[config.mk]
export PLATFORM = sky130hd
export DESIGN_NAME = can_id_accept
export DESIGN_NICKNAME = d
export VERILOG_FILES = /design/src/core/can_accept_pkg.sv /design/src/core/id_filter_match.sv /design/src/core/can_id_accept.sv
export SDC_FILE = /design/constraint.sdc
export NUM_CORES = 1
export LEC_CHECK = 0
export BUFFER_PORTS_ARGS = -buffer_cell sky130_fd_sc_hd__buf_2
export CAP_MARGIN = 30
export CORE_AREA = 2 2 190 145
export DETAILED_ROUTE_END_ITERATION = 8
export DIE_AREA = 0 0 192 147
export PLACE_DENSITY = 0.67
export SLEW_MARGIN = 10
export SYNTH_ARGS = -nofsm -noshare
export SYNTH_HDL_FRONTEND = slang
export SYNTH_SLANG_ARGS = --single-unit
[constraint.sdc]
create_clock -name i_clk -period 1.71 [get_ports i_clk]
set_input_delay 0.171 -clock i_clk [delete_from_list [all_inputs] [get_ports i_clk]]
set_output_delay 0.171 -clock i_clk [all_outputs]
set_load 0.01 [all_outputs]
[src/core/can_accept_pkg.sv]
// Constants shared by the identifier acceptance filter and its register port.
// Assumes byte-wide registers on a plain strobe port and a destuffed bit feed.
package can_accept_pkg;
  localparam int ADDR_W = 5;
  localparam int DATA_W = 8;
  localparam int N_BYTES = 8;
  // Register offsets
  localparam logic [4:0] OFS_CODE_BASE = 5'h00;
  localparam logic [4:0] OFS_MASK_BASE = 5'h08;
  localparam logic [4:0] OFS_CTRL = 5'h10;
  localparam logic [4:0] OFS_STATUS = 5'h11;
  // Control field positions and reset values
  localparam int CTRL_MODE_BIT = 0;
  localparam int CTRL_EN_LSB = 4;
  localparam logic [7:0] CTRL_RST = 8'hF0;
  localparam logic [7:0] CODE_RST = 8'h00;
  localparam logic [7:0] MASK_RST = 8'hFF;
  // Status field positions
  localparam int STAT_ACC_BIT = 0;
  localparam int STAT_REJ_BIT = 1;
  localparam int STAT_HIT_LSB = 2;
  localparam int STAT_EXT_BIT = 4;
  localparam int STAT_BUSY_BIT = 5;
  // Arbitration word layout, first received bit at bit 31
  localparam logic [4:0] ID_MSB = 5'h1F;
  localparam int IDE_POS = 19;
  localparam logic [5:0] CNT_IDE = 6'h0C;
  localparam logic [5:0] CNT_LAST = 6'h1F;
  localparam logic [31:0] STD_CARE = 32'hFFF80000;
  localparam logic [31:0] EXT_CARE = 32'hFFFFFFFF;
  typedef enum logic [1:0] {
    ST_IDLE = 2'b00,
    ST_COLLECT = 2'b01,
    ST_DONE = 2'b10
  } frame_state_t;
endpackage

[src/core/id_filter_match.sv]
// One acceptance filter: code compare under mask and a care vector.
// Assumes all inputs are stable within the cycle; purely combinational.
`timescale 1ns/1ps
module id_filter_match #(
  parameter int W = 32
) (
  input wire logic [W-1:0] i_id,
  input wire logic [W-1:0] i_code,
  input wire logic [W-1:0] i_mask,
  input wire logic [W-1:0] i_care,
  output logic o_hit
);
  // A set mask bit or a bit outside the identifier never blocks a hit
  assign o_hit = &(~(i_id ^ i_code) | i_mask | ~i_care);
endmodule

[src/core/can_id_accept.sv]
// Identifier acceptance filter of a CAN receiver with its register port.
// Assumes the bit-stream logic on i_clk delivers each received bit with a
// strobe and flags stuff bits; a start-of-frame pulse precedes the identifier.
// Functional notes
// - Two software-selected modes: two 32-bit filters or four 16-bit filters.
// - Extended frames assemble all 29 identifier bits before being filtered.
// - Second filter byte is compared only once identifier bit 15 is in.
// - Byte 1 checks codes 1 and 5; 16-bit mode also codes 3 and 7.
// - Mask bit one is don't-care; second mask byte maps ID20-18, SRR, IDE, ID17-15.
// - Stuff bit between ID16 and ID15 never causes a wrong rejection.
//
// Implementation choices: the placing of the registers and the strobed register port.
`timescale 1ns/1ps
module can_id_accept (
  input wire logic i_clk,
  input wire logic i_srst,
  input wire logic [4:0] i_addr,
  input wire logic [7:0] i_wr_data,
  input wire logic i_wr_stb,
  input wire logic i_rd_stb,
  output logic [7:0] o_rd_data,
  input wire logic i_sof,
  input wire logic i_bit_valid,
  input wire logic i_bit,
  input wire logic i_bit_stuff,
  output logic o_accept,
  output logic o_reject,
  output logic [1:0] o_hit_index,
  output logic [31:0] o_id_word,
  output logic o_ext_frame
);
  logic [7:0] code_reg [can_accept_pkg::N_BYTES];
  logic [7:0] mask_reg [can_accept_pkg::N_BYTES];
  logic [7:0] ctrl_reg;
  logic [31:0] id_reg;
  logic [5:0] cnt_reg;
  logic done_reg;
  logic acc_last_reg;
  logic rej_last_reg;
  can_accept_pkg::frame_state_t state_reg;
  logic take_bit;
  logic mode16;
  logic [3:0] filt_en;
  logic [31:0] care;
  logic [1:0] hit32;
  logic [3:0] hit16;
  logic sel_any;
  logic [1:0] sel_idx;
  logic [7:0] rd_next;

  assign mode16 = ctrl_reg[can_accept_pkg::CTRL_MODE_BIT];
  assign filt_en = ctrl_reg[can_accept_pkg::CTRL_EN_LSB +: 4];
  // Stuff bits are dropped here so they never move the shift position
  assign take_bit = i_bit_valid & ~i_bit_stuff & ~i_sof;
  // Standard frames carry only 13 identifier-side bits; the rest is ignored
  assign care = id_reg[can_accept_pkg::IDE_POS] ? can_accept_pkg::EXT_CARE : can_accept_pkg::STD_CARE;

  // Register writes; status is read-only and writes to it are dropped
  always_ff @(posedge i_clk) begin
    if (i_srst) begin
      for (int i = 0; i < can_accept_pkg::N_BYTES; i++) begin
        code_reg[i] <= can_accept_pkg::CODE_RST;
        mask_reg[i] <= can_accept_pkg::MASK_RST;
      end
      ctrl_reg <= can_accept_pkg::CTRL_RST;
    end else if (i_wr_stb) begin
      if (i_addr[4:3] == can_accept_pkg::OFS_CODE_BASE[4:3]) begin
        code_reg[i_addr[2:0]] <= i_wr_data;
      end else if (i_addr[4:3] == can_accept_pkg::OFS_MASK_BASE[4:3]) begin
        mask_reg[i_addr[2:0]] <= i_wr_data;
      end else if (i_addr == can_accept_pkg::OFS_CTRL) begin
        ctrl_reg <= i_wr_data;
      end
    end
  end

  // Identifier assembly, MSB first, one position per destuffed bit
  always_ff @(posedge i_clk) begin
    if (i_srst) begin
      state_reg <= can_accept_pkg::ST_IDLE;
      id_reg <= 32'h00000000;
      cnt_reg <= 6'h00;
      done_reg <= 1'b0;
    end else begin
      done_reg <= 1'b0;
      if (i_sof) begin
        state_reg <= can_accept_pkg::ST_COLLECT;
        id_reg <= 32'h00000000;
        cnt_reg <= 6'h00;
      end else if (state_reg == can_accept_pkg::ST_COLLECT && take_bit) begin
        id_reg[can_accept_pkg::ID_MSB - cnt_reg[4:0]] <= i_bit;
        cnt_reg <= cnt_reg + 6'h01;
        // Extended frames wait for all 32 bits, so ID15 is in before compare
        if ((cnt_reg == can_accept_pkg::CNT_IDE && !i_bit) || cnt_reg == can_accept_pkg::CNT_LAST) begin
          state_reg <= can_accept_pkg::ST_DONE;
          done_reg <= 1'b1;
        end
      end
    end
  end

  // 32-bit filters use bytes 4f..4f+3, byte 1 of each being code 1 or 5
  for (genvar f = 0; f < 2; f++) begin : g_f32
    id_filter_match #(.W(32)) u_match (
      .i_id(id_reg),
      .i_code({code_reg[4*f], code_reg[4*f+1], code_reg[4*f+2], code_reg[4*f+3]}),
      .i_mask({mask_reg[4*f], mask_reg[4*f+1], mask_reg[4*f+2], mask_reg[4*f+3]}),
      .i_care(care),
      .o_hit(hit32[f])
    );
  end

  // 16-bit filters use byte pairs; second byte of each is code 1, 3, 5 or 7
  for (genvar g = 0; g < 4; g++) begin : g_f16
    id_filter_match #(.W(16)) u_match (
      .i_id(id_reg[31:16]),
      .i_code({code_reg[2*g], code_reg[2*g+1]}),
      .i_mask({mask_reg[2*g], mask_reg[2*g+1]}),
      .i_care(care[31:16]),
      .o_hit(hit16[g])
    );
  end

  // Mode select and lowest-numbered enabled hit
  always_comb begin
    sel_any = 1'b0;
    sel_idx = 2'h0;
    if (mode16) begin
      sel_any = |(hit16 & filt_en);
      for (int k = 3; k >= 0; k--) begin
        if (hit16[k] && filt_en[k]) begin
          sel_idx = 2'(k);
        end
      end
    end else begin
      sel_any = |(hit32 & filt_en[1:0]);
      sel_idx = (hit32[0] && filt_en[0]) ? 2'h0 : 2'h1;
    end
  end

  // Decision pulses; rejection only drops the frame, acknowledge stays upstream
  always_ff @(posedge i_clk) begin
    if (i_srst) begin
      o_accept <= 1'b0;
      o_reject <= 1'b0;
      o_hit_index <= 2'h0;
      o_id_word <= 32'h00000000;
      o_ext_frame <= 1'b0;
      acc_last_reg <= 1'b0;
      rej_last_reg <= 1'b0;
    end else begin
      o_accept <= done_reg & sel_any;
      o_reject <= done_reg & ~sel_any;
      if (done_reg) begin
        o_hit_index <= sel_any ? sel_idx : 2'h0;
        o_id_word <= id_reg;
        o_ext_frame <= id_reg[can_accept_pkg::IDE_POS];
        acc_last_reg <= sel_any;
        rej_last_reg <= ~sel_any;
      end
    end
  end

  // Read mux; unmapped addresses read zero
  always_comb begin
    rd_next = 8'h00;
    if (i_addr[4:3] == can_accept_pkg::OFS_CODE_BASE[4:3]) begin
      rd_next = code_reg[i_addr[2:0]];
    end else if (i_addr[4:3] == can_accept_pkg::OFS_MASK_BASE[4:3]) begin
      rd_next = mask_reg[i_addr[2:0]];
    end else if (i_addr == can_accept_pkg::OFS_CTRL) begin
      rd_next = ctrl_reg;
    end else if (i_addr == can_accept_pkg::OFS_STATUS) begin
      rd_next[can_accept_pkg::STAT_ACC_BIT] = acc_last_reg;
      rd_next[can_accept_pkg::STAT_REJ_BIT] = rej_last_reg;
      rd_next[can_accept_pkg::STAT_HIT_LSB +: 2] = o_hit_index;
      rd_next[can_accept_pkg::STAT_EXT_BIT] = o_ext_frame;
      rd_next[can_accept_pkg::STAT_BUSY_BIT] = (state_reg == can_accept_pkg::ST_COLLECT);
    end
  end

  // Read data stand only in the cycle after the strobe
  always_ff @(posedge i_clk) begin
    if (i_srst) begin
      o_rd_data <= 8'h00;
    end else begin
      o_rd_data <= i_rd_stb ? rd_next : 8'h00;
    end
  end

  // Helpers for the assertions below
  logic byte1_miss0;
  logic byte1_miss5;
  logic byte3_miss;
  logic sel_enabled;
  assign byte1_miss0 = |((id_reg[23:16] ^ code_reg[1]) & ~mask_reg[1] & care[23:16]);
  assign byte1_miss5 = |((id_reg[23:16] ^ code_reg[5]) & ~mask_reg[5] & care[23:16]);
  // Byte 3 is the second byte of 16-bit filter 1
  assign byte3_miss = |((id_reg[23:16] ^ code_reg[3]) & ~mask_reg[3] & care[23:16]);
  // Enable bit behind the reported index; a disabled filter must never win
  assign sel_enabled = filt_en[sel_idx];

  // Verdict follows the mode that stands when the identifier completes
  AST_MODE_SELECT: assert property (@(posedge i_clk) disable iff (i_srst)
    done_reg |=> o_accept == $past(mode16 ? |(hit16 & filt_en) : |(hit32 & filt_en[1:0])))
    else $error("accept does not follow selected mode");

  // An extended identifier is filtered only once all 32 positions are in
  AST_EXT_FULL_ID: assert property (@(posedge i_clk) disable iff (i_srst)
    done_reg && id_reg[can_accept_pkg::IDE_POS] |-> cnt_reg == 6'h20)
    else $error("extended frame filtered before full identifier");

  // A flagged stuff bit leaves position and contents alone
  AST_STUFF_NO_SHIFT: assert property (@(posedge i_clk) disable iff (i_srst)
    i_bit_valid && i_bit_stuff && !i_sof |=> $stable(id_reg) && $stable(cnt_reg))
    else $error("stuff bit moved the identifier");

  // Byte 1 mismatching both codes 1 and 5 blocks a 32-bit accept
  AST_BYTE1_CHECK: assert property (@(posedge i_clk) disable iff (i_srst)
    done_reg && !mode16 && byte1_miss0 && byte1_miss5 |=> !o_accept)
    else $error("byte 1 mismatch accepted in 32-bit mode");

  // A fully masked filter 0, enabled in 32-bit mode, takes every frame at index 0
  AST_MASK_OPEN: assert property (@(posedge i_clk) disable iff (i_srst)
    done_reg && !mode16 && filt_en[0] && mask_reg[0] == 8'hFF && mask_reg[1] == 8'hFF &&
    mask_reg[2] == 8'hFF && mask_reg[3] == 8'hFF |=> o_accept && o_hit_index == 2'h0)
    else $error("fully masked filter did not accept");

  // The count moves only for data bits; the clear after start of frame is exempt
  AST_SHIFT_CAUSE: assert property (@(posedge i_clk) disable iff (i_srst)
    !$past(i_sof) && cnt_reg != $past(cnt_reg) |-> $past(take_bit) && cnt_reg == $past(cnt_reg) + 6'h01)
    else $error("identifier advanced without a data bit");

  // Exactly one verdict pulse per finished identifier
  AST_ONE_VERDICT: assert property (@(posedge i_clk) disable iff (i_srst)
    done_reg |=> (o_accept ^ o_reject) ##1 (!o_accept && !o_reject))
    else $error("frame verdict not exactly one pulse");

  // No verdict appears without a finished identifier
  AST_NO_SPURIOUS: assert property (@(posedge i_clk) disable iff (i_srst)
    !done_reg |=> !o_accept && !o_reject)
    else $error("verdict without a finished identifier");

  // A standard frame completes right after its identifier-extension bit
  AST_STD_EARLY_DONE: assert property (@(posedge i_clk) disable iff (i_srst)
    done_reg && !id_reg[can_accept_pkg::IDE_POS] |-> cnt_reg == 6'h0D)
    else $error("standard frame finished at the wrong bit");

  // The reported word and format are those of the frame just judged
  AST_ID_WORD_KEPT: assert property (@(posedge i_clk) disable iff (i_srst)
    done_reg |=> o_id_word == $past(id_reg) && o_ext_frame == $past(id_reg[can_accept_pkg::IDE_POS]))
    else $error("reported identifier differs from assembled one");

  // Bits arriving outside the identifier never touch the assembly
  AST_NO_BITS_AFTER_ID: assert property (@(posedge i_clk) disable iff (i_srst)
    state_reg != can_accept_pkg::ST_COLLECT && !i_sof |=> $stable(id_reg) && $stable(cnt_reg))
    else $error("identifier changed outside collection");

  // In 16-bit mode byte 3 guards filter 1 like byte 1 guards filter 0
  AST_MODE16_BYTE3: assert property (@(posedge i_clk) disable iff (i_srst)
    done_reg && mode16 && byte3_miss |-> !hit16[1])
    else $error("byte 3 mismatch hit 16-bit filter 1");

  // A written mask byte holds the written value
  AST_MASK_WRITE: assert property (@(posedge i_clk) disable iff (i_srst)
    i_wr_stb && i_addr[4:3] == can_accept_pkg::OFS_MASK_BASE[4:3] |=> mask_reg[$past(i_addr[2:0])] == $past(i_wr_data))
    else $error("mask byte write lost");

  // Mode and enables take the written control value
  AST_CTRL_WRITE: assert property (@(posedge i_clk) disable iff (i_srst)
    i_wr_stb && i_addr == can_accept_pkg::OFS_CTRL |=> ctrl_reg == $past(i_wr_data))
    else $error("control write lost");

  // Read data are zero in every cycle not following a read strobe
  AST_RD_IDLE_ZERO: assert property (@(posedge i_clk) disable iff (i_srst)
    !i_rd_stb |=> o_rd_data == 8'h00)
    else $error("read data outside the answer cycle");

  // Only an enabled filter may be named as the winner
  AST_HIT_ENABLED: assert property (@(posedge i_clk) disable iff (i_srst)
    done_reg && sel_any |-> sel_enabled)
    else $error("disabled filter selected");

  // A rejected frame reports index zero
  AST_REJECT_INDEX: assert property (@(posedge i_clk) disable iff (i_srst)
    o_reject |-> o_hit_index == 2'h0)
    else $error("reject carries a filter index");

  // Status flags follow the verdict pulse
  AST_LAST_FLAGS: assert property (@(posedge i_clk) disable iff (i_srst)
    done_reg |=> acc_last_reg == o_accept && rej_last_reg == o_reject)
    else $error("status flags disagree with verdict");

  // Busy status mirrors collection at the read strobe
  AST_BUSY_STATUS: assert property (@(posedge i_clk) disable iff (i_srst)
    i_rd_stb && i_addr == can_accept_pkg::OFS_STATUS |=>
    o_rd_data[can_accept_pkg::STAT_BUSY_BIT] == $past(state_reg == can_accept_pkg::ST_COLLECT))
    else $error("busy status wrong");

  // Main scenarios worth seeing at least once
  COV_EXT_ACCEPT: cover property (@(posedge i_clk) disable iff (i_srst) o_accept && o_ext_frame);
  COV_STD_REJECT: cover property (@(posedge i_clk) disable iff (i_srst) o_reject && !o_ext_frame);
  COV_MODE16_HIT3: cover property (@(posedge i_clk) disable iff (i_srst) o_accept && o_hit_index == 2'h3);
  COV_STUFF_AT_ID15: cover property (@(posedge i_clk) disable iff (i_srst)
    state_reg == can_accept_pkg::ST_COLLECT && i_bit_valid && i_bit_stuff && cnt_reg == 6'h0F);
  COV_STD_ACCEPT: cover property (@(posedge i_clk) disable iff (i_srst) o_accept && !o_ext_frame);
endmodule

==> impl_metrics.env, run 1 <==
export IMPL_overflow=0
export IMPL_routed_wl_um=42400
export IMPL_grt_first_pass_wirelength_um=60700
export IMPL_place_congestion=1.03
export IMPL_htreeDepth=1
export IMPL_ios=66
export IMPL_synth_yosys_seq_area_share=0.513
export IMPL_dpl_hpwl_um=32100
export IMPL_ys_ff_latch=223
export IMPL_synthArstFlopShare=0
export IMPL_p_leak_nw=5.58
export IMPL_rows=52
export IMPL_diodes=0
export IMPL_port_buffers=65
export IMPL_cts_tree="built"
export IMPL_rsz0062_at_grt="true"
export IMPL_antenna_found_initial=0
export IMPL_clk_insertion_delay_late_ns=0.52
export IMPL_final_common_cell="buf_4"
export IMPL_cts_sink_count=223
export IMPL_syn_area_um2=11200
export IMPL_cts_buffers=23
export IMPL_finalHoldViolCount=0
export IMPL_dp_cells=1617
export IMPL_ant_nets=0
export IMPL_crit_required_ns=2.11
export IMPL_cp_max_fo=3
export IMPL_peakVddDrop_v=0.000634
export IMPL_drt_iter0_markers=1056
export IMPL_drv_cap=0
export IMPL_drive_gt1_frac=0.371
export IMPL_cp_start_kind="flip-flop"
export IMPL_worstMarginPinSlew_ns=0.785
export IMPL_cp_arrival_ns=2.60
export IMPL_min_period_over_period=1.28
export IMPL_finalPower_mw=12.5
export IMPL_setup_worst_path_end_class="flip-flop"
export IMPL_slew_viol_final=0
export IMPL_fp_dieW_um=192
export IMPL_syn_instance_count=1046
export IMPL_cts_root_buffer="clkbuf_16"
export IMPL_start_util=0.422
export IMPL_status="finished, violations left"
export IMPL_num_nets_final=1323
export IMPL_ys_types=59
export IMPL_grt_max_degree=44
export IMPL_synth_fp_nets=1071
export IMPL_setup_violations=10
export IMPL_core_um2=26500
export IMPL_final_cell_mix="buf_4 (219), edfxtp_1 (128), dfxtp_1 (84)"
export IMPL_clk_pin_slew_worst_paths_ns=0.06
export IMPL_syn_to_final_growth_pct=32.4
export IMPL_vias=9614
export IMPL_criticalPathCategory="reg2reg"
export IMPL_grt_pass1_vias=9221
export IMPL_die_area_um2=28200
export IMPL_die_h_um=147
export IMPL_max_freq_mhz=455
export IMPL_cts_buffer_depth=3
export IMPL_finalCriticalPeriod_ns=2.20
export IMPL_pwr_density_cell_nw_per_um2=846
export IMPL_drc=0
export IMPL_synthFlopType="edfxtp_1"
export IMPL_failed_checks="negative setup slack"
export IMPL_hold_class="in2reg"
export IMPL_dr_pass1_iters=5
export IMPL_avgRoutedWirePerCell_um=25.5
export IMPL_grtUsageTotal=0.300
export IMPL_fin_skew_ns=0.0197
export IMPL_synth_area_per_cell_um2=10.7
export IMPL_yosys_warnings=0
export IMPL_max_slew_margin=0.471
export IMPL_final_cells=1665
export IMPL_synth_edf_count=128
export IMPL_layout_setup_ws_ns=-0.486
export IMPL_vias_per_cell=5.77
synth_stat cells (all sizes together) (14+ instances only):
cell type	n	share of area
dfxtp	95	0.17
a21oi	35	0.016
o21ai	20	0.0089
nor2	80	0.027
or3	36	0.021
mux2i	65	0.058
edfxtp	128	0.34
nand2	81	0.027
buf	36	0.019
nand3	23	0.010
nand2b	16	0.0089
o22ai	43	0.024
clkbuf	43	0.014
a221oi	14	0.011
xnor2	98	0.077
or2	34	0.019
and2	73	0.041
worst max-delay path: stages, from the launching register on:
cell and delay (ns):
dfxtp_1 0.35, buf_4 0.15, xnor2_1 0.21, o22ai_1 0.12, nor4_1 0.42, a21oi_1 0.23, o221ai_4 0.18, o211ai_1 0.12
buf_4 0.17, and2_4 0.13
what timing repair did:
action,CTS,global route
hold buffers,1,0
pin swaps,14,37
gates resized for setup,37,62
endpoints found under the setup margin,13,16
buffers inserted,5,9
hold endpoints to repair,1,0
gates cloned,0,0
report_power, final:
part	switching (mW)	internal [mW]
registers	0.251	5.85
clock network	2.12	2.91
logic	0.770	0.638
total	3.14	9.40
stage by stage:
step	util	hold WS, ns	TNS [ns]	instance area [um2]	setup WS [ns]
2_1_floorplan	-	0.288	-1.14	11200	-0.0624
3_3_place_gp	0.510	0.412	-14.46	13500	-0.433
3_5_place_dp	0.510	0.438	-15.15	13500	-0.423
4_1_cts	0.547	0.101	-1.93	14500	-0.329
5_1_grt	0.558	0.142	-3.11	14800	-0.506
6_report	0.558	0.111	-2.91	14800	-0.486
logic make-up after synthesis:
group | synth area share
buf+inv | 0.0363
xor+xnor | 0.0781
simple gates | 0.186
mux | 0.0913
compound gates | 0.0906
fa+ha+maj | 0.00447
flops | 0.513
worst paths after layout:
kind	startpoint	to	slack, ns	cells past startpoint
setup / recovery	id_reg[6]	rej_last_reg	-0.49	9
hold / removal	i_wr_stb	ctrl_reg[3]	0.11	4
setup reg to reg	id_reg[6]	rej_last_reg	-0.49	9
hold reg to reg	ctrl_reg[2]	ctrl_reg[2]	0.48	2
cell type report:
type,instances,area (um2)
Timing Repair Buffer,306,2340
Multi-Input combinational cell,735,5510
Clock buffer,31,637
Clock inverter,10,105
Sequential cell,223,5760
Tap cell,351,439
Fill cell,2312,11700
Inverter,9,33.8
routing by layer:
layer,routed length [um],GRT usage,part of all wire,vias up
li1,-,-,-,4233
met1,18400,0.431,0.43,4710
met2,17600,0.430,0.42,572
met3,4730,0.0853,0.11,99
met4,1650,0.108,0.039,0
met5,0,0,0,-
Power figures use the tool's default switching activity.
==> run 2, diff against run 1 <==
--- a/config.mk
+++ b/config.mk
@@ -7,9 +7,9 @@
 export LEC_CHECK = 0
 export BUFFER_PORTS_ARGS = -buffer_cell sky130_fd_sc_hd__buf_2
 export CAP_MARGIN = 30
-export CORE_AREA = 2 2 190 145
+export CORE_AREA = 2 2 186 142
 export DETAILED_ROUTE_END_ITERATION = 8
-export DIE_AREA = 0 0 192 147
+export DIE_AREA = 0 0 188 144
 export PLACE_DENSITY = 0.67
 export SLEW_MARGIN = 10
 export SYNTH_ARGS = -nofsm -noshare
==> run 2 against run 1 <==
The flow still finishes with violations (negative setup slack). Combinational power is 9% higher. Register-to-register slack better by 0.07 ns. Cell count is 1.6% higher. First-iteration DRC count is 16% higher. Sequential cell count stayed put. Sequential share of layout area is 0.85 points lower. Largest cell class unchanged.
==> impl_metrics.env, run 2 (synthesis gave the netlist of run 1 again) <==
export IMPL_status="finished, violations left"
export IMPL_failed_checks="negative setup slack"
export IMPL_fin_skew_ns=0.0197
export IMPL_dpl_hpwl_um=33400
export IMPL_path_delay_family="compound AO/OA/AOI/OAI gates"
export IMPL_die_area_um2=27100
export IMPL_num_nets_final=1355
export IMPL_max_stage_delay_ns=0.48
export IMPL_routed_wl_um=44200
export IMPL_ant_nets=0
export IMPL_grt_first_pass_wirelength_um=62700
export IMPL_port_buffers=65
export IMPL_cts_buffer_depth=3
export IMPL_clk_pin_slew_worst_paths_ns=0.06
export IMPL_peakVddDrop_v=0.000809
export IMPL_final_cells=1691
export IMPL_slowest_stage="edfxtp_1"
export IMPL_antenna_found_initial=1
export IMPL_ios=66
export IMPL_grt_pass1_vias=9232
export IMPL_nFillCells=2162
export IMPL_finalPower_mw=13.1
export IMPL_place_congestion=1.01
export IMPL_pwr_density_cell_nw_per_um2=861
export IMPL_final_cell_mix="buf_4 (253), edfxtp_1 (128), dfxtp_1 (83)"
export IMPL_cp_num_buf_inv=2
export IMPL_dp_cells=1637
export IMPL_fp_dieW_um=188
export IMPL_rsz0062_at_grt="true"
export IMPL_diodes=0
export IMPL_slew_viol_final=0
export IMPL_cts_buffers=24
export IMPL_max_freq_mhz=470
export IMPL_layout_setup_ws_ns=-0.418
export IMPL_cts_tree="built"
export IMPL_crit_required_ns=2.13
export IMPL_hold_class="in2reg"
export IMPL_drive_gt1_frac=0.398
export IMPL_finalHoldViolCount=0
export IMPL_start_util=0.440
export IMPL_cp_start_kind="flip-flop"
export IMPL_grt_max_degree=35
export IMPL_cts_root_buffer="clkbuf_16"
export IMPL_drv_cap=0
export IMPL_criticalPathCategory="reg2reg"
export IMPL_cts_sink_count=223
export IMPL_avgRoutedWirePerCell_um=26.1
export IMPL_final_common_cell="buf_4"
export IMPL_drt_iter0_markers=1230
export IMPL_setup_worst_path_end_class="flip-flop"
export IMPL_setup_violations=13
export IMPL_syn_to_final_growth_pct=35.4
export IMPL_grtUsageTotal=0.324
export IMPL_overflow=0
export IMPL_vias=9713
export IMPL_crit_path_cell_trace="xnor2_2 -> o22ai_2 -> buf_4 -> nor3_2 -> a31oi_2 -> buf_4 -> o221ai_4 -> o211ai_1 -> and2_1"
export IMPL_max_slew_margin=0.548
export IMPL_p_leak_nw=5.79
export IMPL_worstMarginPinSlew_ns=0.678
export IMPL_cp_max_fo=3
export IMPL_crit_top_cell="buf_4"
export IMPL_htreeDepth=1
export IMPL_min_period_over_period=1.24
export IMPL_vias_per_cell=5.74
export IMPL_dr_pass1_iters=6
export IMPL_clk_insertion_delay_late_ns=0.53
export IMPL_rows=51
export IMPL_core_um2=25500
export IMPL_cp_arrival_ns=2.55
export IMPL_drc=0
export IMPL_die_h_um=144
export IMPL_finalCriticalPeriod_ns=2.13
run 2: changes by cell type in the layout (fill, tap and decap cells not counted), moves of 4 or more:
cell | previous run | this run
buf_12 | 14 | 9
clkbuf_1 | 6 | 1
buf_4 | 219 | 253
o22ai_1 | 38 | 29
o22ai_2 | 5 | 12
clkinv_4 | 1 | 5
run 2: worst min-delay path: stages:
cell,delay (ns)
buf_2,0.11
buf_4,0.15
nand3_1,0.08
a21oi_1,0.06
run 2: repair_timing:
action                                  CTS  global route
hold endpoints to repair                  1             0
hold buffers                              1             0
pin swaps                                35            22
gates resized for setup                  60            51
endpoints found under the setup margin   13            17
buffers inserted                         12             4
run 2: final timing paths:
check / end / start / depth (start not counted) / slack, ns
worst max-delay path: rej_last_reg / code_reg[1][2] / 9 / -0.42
worst min-delay path: ctrl_reg[3] / i_wr_stb / 4 / 0.09
worst max register to register: rej_last_reg / code_reg[1][2] / 9 / -0.42
worst min register to register: ctrl_reg[3] / ctrl_reg[3] / 2 / 0.47
run 2: area by class of cell:
class | count | area (um2) | area share
inverter | 9 | 33.8 | 0.00223
clock buffer | 28 | 679 | 0.0448
clock inverter | 15 | 144 | 0.00949
timing repair buffer | 337 | 2520 | 0.166
multi-input combinational | 735 | 5590 | 0.369
tap | 344 | 430 | 0.0284
sequential | 223 | 5760 | 0.380
run 2: per-layer routing:
| metal | global-route usage | wire length (um) | vias up | part of all wire |
|---|---|---|---|---|
| li1 | - | - | 4311 | - |
| met2 | 0.467 | 18100 | 575 | 0.41 |
| met5 | 0 | 13 | - | 0.00029 |
| met1 | 0.459 | 19300 | 4729 | 0.44 |
| met3 | 0.124 | 5590 | 96 | 0.13 |
| met4 | 0.0758 | 1200 | 2 | 0.027 |
run 2: report_power, final:
| group | switching [mW] | total, mW | internal, mW | leakage, nW |
|---|---|---|---|---|
| Clock | 2.26 | 5.43 | 3.16 | 0.408 |
| Sequential | 0.242 | 6.09 | 5.85 | 2.03 |
| Combinational | 0.840 | 1.54 | 0.695 | 3.36 |
| Total | 3.35 | 13.1 | 9.71 | 5.79 |
run 2: through the flow:
step                TNS (ns)  cell area, um2  hold slack [ns]   util  setup slack, ns
CTS                    -1.76           14900           0.0644  0.585           -0.346
detailed placement    -23.56           13700            0.449  0.537           -0.433
global placement      -20.19           13700            0.417  0.537           -0.444
finish                 -2.35           15200           0.0944  0.595           -0.418
global route           -3.08           15200           0.0967  0.595           -0.487
floorplan              -1.14           11200            0.288      -          -0.0624
